--- src/rtl/dsn_cap_defines.svh ---
// Offsets, field positions, fixed values and timing counts of the block.
//
// Operation
// RULE_01 - The serial number capability is optional and may be left out.
// RULE_02 - The device exposes a read-only 64-bit number unique to it.
// RULE_03 - A multi-function device with the capability has it in function 0.
// RULE_04 - Every other function with it returns function 0's serial number.
// RULE_05 - All devices of one component report one identical serial number.
// RULE_06 - Header bits 15:0 hold the read-only capability identifier 0003h.
// RULE_07 - Header bits 19:16 hold the read-only capability version 1h.
// RULE_08 - Header bits 31:20 point onward, 000h at the end, else above 0FFh.
// RULE_09 - The number sits at offset 04h, bits 31:0 first, then bits 63:32.
// RULE_10 - The number is a 24-bit company id above a 40-bit extension.
// RULE_11 - Writes to the structure are ignored and reads return fixed values.
`ifndef DSN_CAP_DEFINES_SVH
`define DSN_CAP_DEFINES_SVH

// -----------------------------------------------------------------------
// Structure offsets, relative to the capability base.
// -----------------------------------------------------------------------
`define DSN_HDR_OFS 12'h000
`define DSN_SN_LO_OFS 12'h004
`define DSN_SN_HI_OFS 12'h008

// -----------------------------------------------------------------------
// Header fields.
// -----------------------------------------------------------------------
`define DSN_ID_LSB 0
`define DSN_ID_MSB 15
`define DSN_VER_LSB 16
`define DSN_VER_MSB 19
`define DSN_NEXT_LSB 20
`define DSN_NEXT_MSB 31
`define DSN_CAP_ID 16'h0003
`define DSN_CAP_VER 4'h1
`define DSN_NEXT_END 12'h000
`define DSN_NEXT_MIN 12'h0ff

// -----------------------------------------------------------------------
// Serial number layout and reset values.
// -----------------------------------------------------------------------
`define DSN_COMPANY_W 24
`define DSN_EXT_W 40
`define DSN_SERIAL_RST 64'h0000_0000_0000_0000
`define DSN_DATA_RST 32'h0000_0000

// -----------------------------------------------------------------------
// Timing: edges after reset release before the straps are latched.
// -----------------------------------------------------------------------
`define DSN_SETTLE_CYC 2'h2

`endif

--- src/rtl/dsn_cap_pkg.sv ---
// Types shared by the serial number capability files.
package dsn_cap_pkg;

   typedef struct packed {
      logic valid;
      logic write;
      logic [2:0] func;
      logic [11:0] addr;
      logic [31:0] wdata;
   } cfg_req_t;

   typedef struct packed {
      logic ack;
      logic hit;
      logic [31:0] rdata;
   } cfg_rsp_t;

   typedef struct packed {
      logic [23:0] company;
      logic [39:0] ext;
   } dev_serial_t;

   typedef enum {SEL_NONE, SEL_HDR, SEL_SN_LO, SEL_SN_HI} cap_sel_t;

   typedef enum {LATCH_SETTLE, LATCH_HELD} latch_state_t;

endpackage

--- src/rtl/device_serial_number_capability.sv ---
// Device serial number extended capability behind the config access port.
`timescale 1ns/1ps
`include "dsn_cap_defines.svh"

module device_serial_number_capability
   import dsn_cap_pkg::*;
#(
   parameter bit CAP_PRESENT = 1'b1,
   parameter int FUNC_COUNT = 8,
   parameter logic [7:0] FUNC_MASK = 8'h01,
   parameter logic [11:0] CAP_BASE = 12'h100,
   parameter logic [11:0] NEXT_PTR = 12'h000
)
(
   // Clock and reset.
   input wire logic sys_clk_i,
   input wire logic rstn_i,
   // Configuration access from the host config logic.
   input wire cfg_req_t cfg_req_i,
   output cfg_rsp_t cfg_rsp_o,
   // Serial number straps.
   input wire logic [23:0] company_id_i,
   input wire logic [39:0] ext_id_i,
   // Shared number for the other devices of the component.
   output dev_serial_t dev_serial_o,
   output logic serial_valid_o
);

   // -----------------------------------------------------------------------
   // Fixed header.
   // -----------------------------------------------------------------------
   logic [11:0] next_ptr;
   logic [31:0] hdr_value;
   logic [FUNC_COUNT-1:0] impl;

   // A misplaced pointer into the legacy space would send software
   // walking through the wrong structures, so it ends the list instead.
   assign next_ptr = (NEXT_PTR > `DSN_NEXT_MIN) ?
                     {NEXT_PTR[11:2], 2'b00} : `DSN_NEXT_END; // RULE_08

   always_comb begin
      hdr_value = 32'h0000_0000;
      hdr_value[`DSN_ID_MSB:`DSN_ID_LSB] = `DSN_CAP_ID; // RULE_06
      hdr_value[`DSN_VER_MSB:`DSN_VER_LSB] = `DSN_CAP_VER; // RULE_07
      hdr_value[`DSN_NEXT_MSB:`DSN_NEXT_LSB] = next_ptr; // RULE_08
   end

   // -----------------------------------------------------------------------
   // Which functions carry the capability.
   // -----------------------------------------------------------------------
   genvar g;
   generate
      for (g = 0; g < FUNC_COUNT; g = g + 1) begin : g_impl
         if (g == 0) begin : g_f0
            assign impl[g] = CAP_PRESENT; // RULE_03
         end else begin : g_fn
            assign impl[g] = CAP_PRESENT && FUNC_MASK[g]; // RULE_01
         end
      end
   endgenerate

   function automatic cap_sel_t decode_sel(input logic [11:0] addr);
      logic [11:0] rel;
      rel = addr - CAP_BASE;
      if (addr < CAP_BASE) begin
         decode_sel = SEL_NONE;
      end else if ({rel[11:2], 2'b00} == `DSN_HDR_OFS) begin
         decode_sel = SEL_HDR;
      end else if ({rel[11:2], 2'b00} == `DSN_SN_LO_OFS) begin
         decode_sel = SEL_SN_LO; // RULE_09
      end else if ({rel[11:2], 2'b00} == `DSN_SN_HI_OFS) begin
         decode_sel = SEL_SN_HI; // RULE_09
      end else begin
         decode_sel = SEL_NONE;
      end
   endfunction

   function automatic logic func_has_cap(input logic [2:0] func);
      if (int'(func) >= FUNC_COUNT) begin
         func_has_cap = 1'b0;
      end else begin
         func_has_cap = impl[func];
      end
   endfunction

   // -----------------------------------------------------------------------
   // Serial number source.
   // -----------------------------------------------------------------------
   // One latch serves every function, so all of them read one value.
   serial_id_latch u_latch (
      .sys_clk_i(sys_clk_i),
      .rstn_i(rstn_i),
      .company_id_i(company_id_i),
      .ext_id_i(ext_id_i),
      .serial_o(dev_serial_o), // RULE_05
      .valid_o(serial_valid_o)
   );

   // -----------------------------------------------------------------------
   // Read mux.
   // -----------------------------------------------------------------------
   cap_sel_t sel;
   logic take;
   logic [31:0] next_rdata;

   assign sel = decode_sel(cfg_req_i.addr);
   assign take = cfg_req_i.valid && func_has_cap(cfg_req_i.func) &&
                 (sel != SEL_NONE);

   always_comb begin
      next_rdata = `DSN_DATA_RST;
      if (take && !cfg_req_i.write) begin // RULE_11
         case (sel)
            SEL_HDR: begin
               next_rdata = hdr_value;
            end
            SEL_SN_LO: begin
               next_rdata = dev_serial_o[31:0]; // RULE_04
            end
            SEL_SN_HI: begin
               next_rdata = dev_serial_o[63:32]; // RULE_04
            end
            default: begin
               next_rdata = `DSN_DATA_RST;
            end
         endcase
      end
   end

   // -----------------------------------------------------------------------
   // Response register.
   // -----------------------------------------------------------------------
   // Writes are acknowledged so the config logic never stalls, but no
   // storage exists behind them; the structure stays read-only.
   always_ff @(posedge sys_clk_i or negedge rstn_i) begin
      if (!rstn_i) begin
         cfg_rsp_o.ack <= 1'b0;
         cfg_rsp_o.hit <= 1'b0;
         cfg_rsp_o.rdata <= `DSN_DATA_RST;
      end else begin
         cfg_rsp_o.ack <= cfg_req_i.valid;
         cfg_rsp_o.hit <= take;
         cfg_rsp_o.rdata <= next_rdata; // RULE_02
      end
   end

   logic rd_ok;
   assign rd_ok = cfg_req_i.valid && !cfg_req_i.write &&
                  func_has_cap(cfg_req_i.func);
endmodule

--- src/rtl/serial_id_latch.sv ---
// Strap synchroniser and one-time latch for the device serial number.
`timescale 1ns/1ps
`include "dsn_cap_defines.svh"

module serial_id_latch
   import dsn_cap_pkg::*;
(
   // Clock and reset.
   input wire logic sys_clk_i,
   input wire logic rstn_i,
   // Strap pins.
   input wire logic [23:0] company_id_i,
   input wire logic [39:0] ext_id_i,
   // Latched number.
   output dev_serial_t serial_o,
   output logic valid_o
);

   dev_serial_t sync1;
   dev_serial_t sync2;
   latch_state_t state;
   logic [1:0] settle;

   // -----------------------------------------------------------------------
   // Two-stage synchroniser.
   // -----------------------------------------------------------------------
   always_ff @(posedge sys_clk_i or negedge rstn_i) begin
      if (!rstn_i) begin
         sync1 <= `DSN_SERIAL_RST;
         sync2 <= `DSN_SERIAL_RST;
      end else begin
         sync1 <= {company_id_i, ext_id_i};
         sync2 <= sync1;
      end
   end

   // -----------------------------------------------------------------------
   // Latch once after release.
   // -----------------------------------------------------------------------
   // Latching once keeps the number fixed even if a strap glitches later.
   always_ff @(posedge sys_clk_i or negedge rstn_i) begin
      if (!rstn_i) begin
         state <= LATCH_SETTLE;
         settle <= 2'h0;
         serial_o <= `DSN_SERIAL_RST;
         valid_o <= 1'b0;
      end else begin
         case (state)
            LATCH_SETTLE: begin
               if (settle == `DSN_SETTLE_CYC) begin
                  serial_o <= sync2; // RULE_10
                  valid_o <= 1'b1;
                  state <= LATCH_HELD;
               end else begin
                  settle <= settle + 2'h1;
               end
            end
            LATCH_HELD: begin
               state <= LATCH_HELD;
            end
            default: begin
               state <= LATCH_SETTLE;
            end
         endcase
      end
   end

endmodule

--- config.mk ---
export PLATFORM = sky130hd
export DESIGN_NAME = device_serial_number_capability
export DESIGN_NICKNAME = d
export VERILOG_FILES = /design/src/rtl/dsn_cap_pkg.sv /design/src/rtl/device_serial_number_capability.sv /design/src/rtl/serial_id_latch.sv
export VERILOG_INCLUDE_DIRS = /design/src /design/src/rtl
export SDC_FILE = /design/constraint.sdc
export NUM_CORES = 1
export LEC_CHECK = 0
export BUFFER_PORTS_ARGS = -buffer_cell sky130_fd_sc_hd__buf_2
export CAP_MARGIN = 20
export CORE_UTILIZATION = 45
export CTS_CLUSTER_DIAMETER = 100
export DETAILED_ROUTE_END_ITERATION = 8
export GPL_TIMING_DRIVEN = 0
export PLACE_DENSITY = 0.71
export SYNTH_ARGS = -nofsm -noshare
export SYNTH_HDL_FRONTEND = slang
export SYNTH_SLANG_ARGS = --single-unit
export TNS_END_PERCENT = 30
--- constraint.sdc ---
create_clock -name sys_clk_i -period 1.9 [get_ports sys_clk_i]
set_input_delay 0 -clock sys_clk_i [delete_from_list [all_inputs] [get_ports sys_clk_i]]
set_output_delay 0 -clock sys_clk_i [all_outputs]
set_load 0.02 [all_outputs]
==> impl_metrics.csv <==
group,metric,value,unit
logic_synthesis,syn-cell-area,7240,um^2
die,core_area,15800,um^2
logic_synthesis,ys.flop_type,"dfrtp_1",
logic_synthesis,synth_edf_count,0,
timing,whs,0.0422,ns
clocking,ctsResizeCount,0,
timing,fin_crit_sh,94.2,%
finish,antenna-diode-count,0,
detailed_routing,drt_iter0_drc,144,
finish,seqCellArea,5760,um^2
status,status,"complete, no violations",
setup_path,worstSetupStartpointType,"primary input",
die,die_area,16600,um^2
run,maxCapViolCount,0,
detailed_routing,via_count,4295,
timing,rsz0062_at_grt,"no",
timing,slew_viol_final,0,
logic_synthesis,synth_area_per_cell,18.3,um^2
timing,final-setup-viol-count,0,
timing,max_clock_freq,0.559,GHz
finish,fillers,1168,
clocking,cts_inserted_buffers,24,
global_route,grt_max_degree,136,
logic_synthesis,yosys.area_share.adder,0.173,%
detailed_routing,ant_nets,0,
die,fp-row-count,46,
logic_synthesis,ys_warn_count,0,
logic_synthesis,synth_top_area_share,79.5,%
finish,syn2layout_area_growth,38.3,%
die,die_h,129,um
clocking,cts_tree,"built",
clocking,root_buffer,"clkbuf_16",
global_route,grt_use_total,19.5,%
finish,fin_cells,913,
die,start_util,45.9,%
clocking,clock_sinks,230,
pwr,p_switching,0.00225,W
global_route,grt_overflow,0,
setup_path,required,2.34,ns
placement,port_buffers,179,
die,chipWidth,129,um
timing,tightest_slew,0.704,ns
logic_synthesis,ys_types,29,
detailed_routing,routedWlPerCell,17.1,um
pwr,combPwrFrac,6.2,%
clocking,h-tree-depth,1,
pwr,power_frac_seq,50.5,%
logic_synthesis,synth-compound-area-share,4.46,%
finish,drive_gt1_share,38.3,%
setup_path,cp_max_fo,2,
logic_synthesis,synth_fp_nets,511,
pwr,p_int,0.00805,W
setup_path,endpoint_kind,"register",
logic_synthesis,synth_area_leaders,"dfrtp_1 (79%), mux2_1 (8.4%), a22oi_1 (2.0%)",
clocking,clkTransAtPathRegs,0.06,ns
detailed_routing,drc_errors,0,
detailed_routing,via_per_inst,4.70,
timing,finalHoldViolations,0,
timing,clock_skew,0.0121,ns
clocking,cts_max_path_buffers,3,
global_route,grt_pass1_wl,24200,um
logic_synthesis,synth-simple-area-share,3.77,%
pwr,cellPowerDensity,1030,nW/um^2
global_route,grt_antenna_before_repair,0,
global_route,grt_pass1_vias,4701,
timing,max_slew_margin,53.1,%
finish,multi_input_area,1340,um^2
detailed_routing,drt_first_pass_iters,4,
pwr,clock_power_share,43.3,%
logic_synthesis,synthMuxAreaShare,9.95,%
setup_path,worst-setup-path-type,"primary input to register",
min_path,hp-class,"primary input to register",
die,ios,214,
placement,post-dp-hpwl,9440,um
logic_synthesis,synth_seq_cells,230,
logic_synthesis,synth_top_family_by_area,"multiplexers",
pwr,power.leakage,4.74,nW
placement,dp.cells,791,
clocking,clk_latency,0.50,ns
clocking,postCtsSetupBuffers,0,
logic_synthesis,synth_area_leader_cell,"dfrtp_1",
detailed_routing,postRouteWirelength,15600,um
logic_synthesis,syn_inst,395,
placement,gp_congestion,0.771,
pwr,ir_worst_vdd,0.000756,V
setup_path,worstPathArrival,2.23,ns
pwr,p_total,0.0103,W
finish,finalNetCount,798,
timing,fin_crit,1.79,ns
pwr,swShare,21.9,%
logic_synthesis,synth_xor_area_share,0.121,%
logic_synthesis,seq_area_frac_synth,79.5,%
logic_synthesis,synthArstFlopShare,100,%
## sequential cells by signal, indices dropped and copies added (netlist names)
signal and count:
u_latch.serial_o 64, u_latch.sync1 64, u_latch.sync2 64, cfg_rsp_o 34, u_latch.settle 2, u_latch.state 1, u_latch.valid_o 1
## synth_stat cells, types with 3 or more instances
master   number
nor2_2       10
mux2_1       54
dfrtp_1     230
buf_4         3
a22oi_2      10
a22oi_1      19
buf_6         9
mux2_2       10
o22ai_1       3
nor2_1       21
buf_2         3
## worst paths after layout
path	from	to	slack, ns	cells past startpoint
hold reg to reg	u_latch.sync1[10]$_DFF_PN0_	u_latch.sync2[10]$_DFF_PN0_	0.34	0
hold / removal	cfg_req_i[34]	cfg_rsp_o[0]$_DFF_PN0_	0.04	4
setup / recovery	cfg_req_i[42]	cfg_rsp_o[32]$_DFF_PN0_	0.11	6
max in group asynchronous	rstn_i	u_latch.serial_o[18]$_DFFE_PN0P_	0.75	3
min in group asynchronous	rstn_i	u_latch.sync2[26]$_DFF_PN0_	0.11	2
setup reg to reg	u_latch.settle[0]$_DFFE_PN0P_	u_latch.serial_o[27]$_DFFE_PN0P_	0.19	6
## power groups by stage
stage	registers (W)	logic (W)	clock network, W
2_1_floorplan	0.00535	0.000123	0
3_3_place_gp	0.00528	0.000488	0
3_5_place_dp	0.00529	0.000514	0
4_1_cts	0.00521	0.000642	0.00455
5_1_grt	0.00523	0.000698	0.00472
6_report	0.00521	0.000638	0.00446
## per-layer routing
layer  track usage, %  share of wire (%)  up-vias
met5                0                  0        -
met4             8.17                3.1        0
met3             5.28                5.7       44
met2             34.0                 52      141
met1             22.8                 39     2194
li1                 -                  -     1916
## placed cells by master (no fill, tap or decap), drive strengths merged, types with 2 or more instances in the layout
| master | instances |
|---|---|
| a21oi | 3 |
| nand2b | 2 |
| dfrtp | 230 |
| nor4b | 2 |
| a22oi | 29 |
| clkinv | 6 |
| inv | 2 |
| mux2 | 64 |
| nor2b | 2 |
| o22ai | 3 |
| nor2 | 31 |
| dlygate4sd3 | 81 |
| or2 | 2 |
| buf | 195 |
| clkbuf | 34 |
## repair_timing
action                                  in CTS  in global routing
endpoints found under the hold margin      164                  2
endpoints found under the setup margin       0                  1
hold buffers                                80                  2
## per-stage QoR
stage	util [%]	TNS, ns	setup WS (ns)	cell area, um^2
after CTS	63.4	0	0.0398	10000
after global placement	53.3	-632.27	-2.76	8410
final	63.5	0	0.110	10000
after floorplan	-	0	0.425	7240
after global routing	63.5	0	0.0282	10000
after detailed placement	53.6	0	0.211	8450
## cell type report
class	count	share of cell area, %
clock buffer	32	6.81
multi-input combinational	147	13.4
sequential	230	57.5
inverter	1	0.0375
timing repair buffer	261	17.4
clock inverter	9	0.762
tap	216	2.70
buffer	17	1.46
## kinds of logic after synthesis
| kind of cell | count (synthesis) |
|---|---|
| compound gates | 37 |
| xor+xnor | 1 |
| fa+ha+maj | 1 |
| buf+inv | 18 |
| flops | 230 |
| mux | 64 |
| simple gates | 44 |
## worst max-delay path, cell delays in order
cell and delay (ns):
dlygate4sd3_1 0.54, buf_2 0.13, a211oi_2 0.17, dlygate4sd3_1 0.63
and4_1 0.21, dlygate4sd3_1 0.54
(Power assumes the default switching activity.)
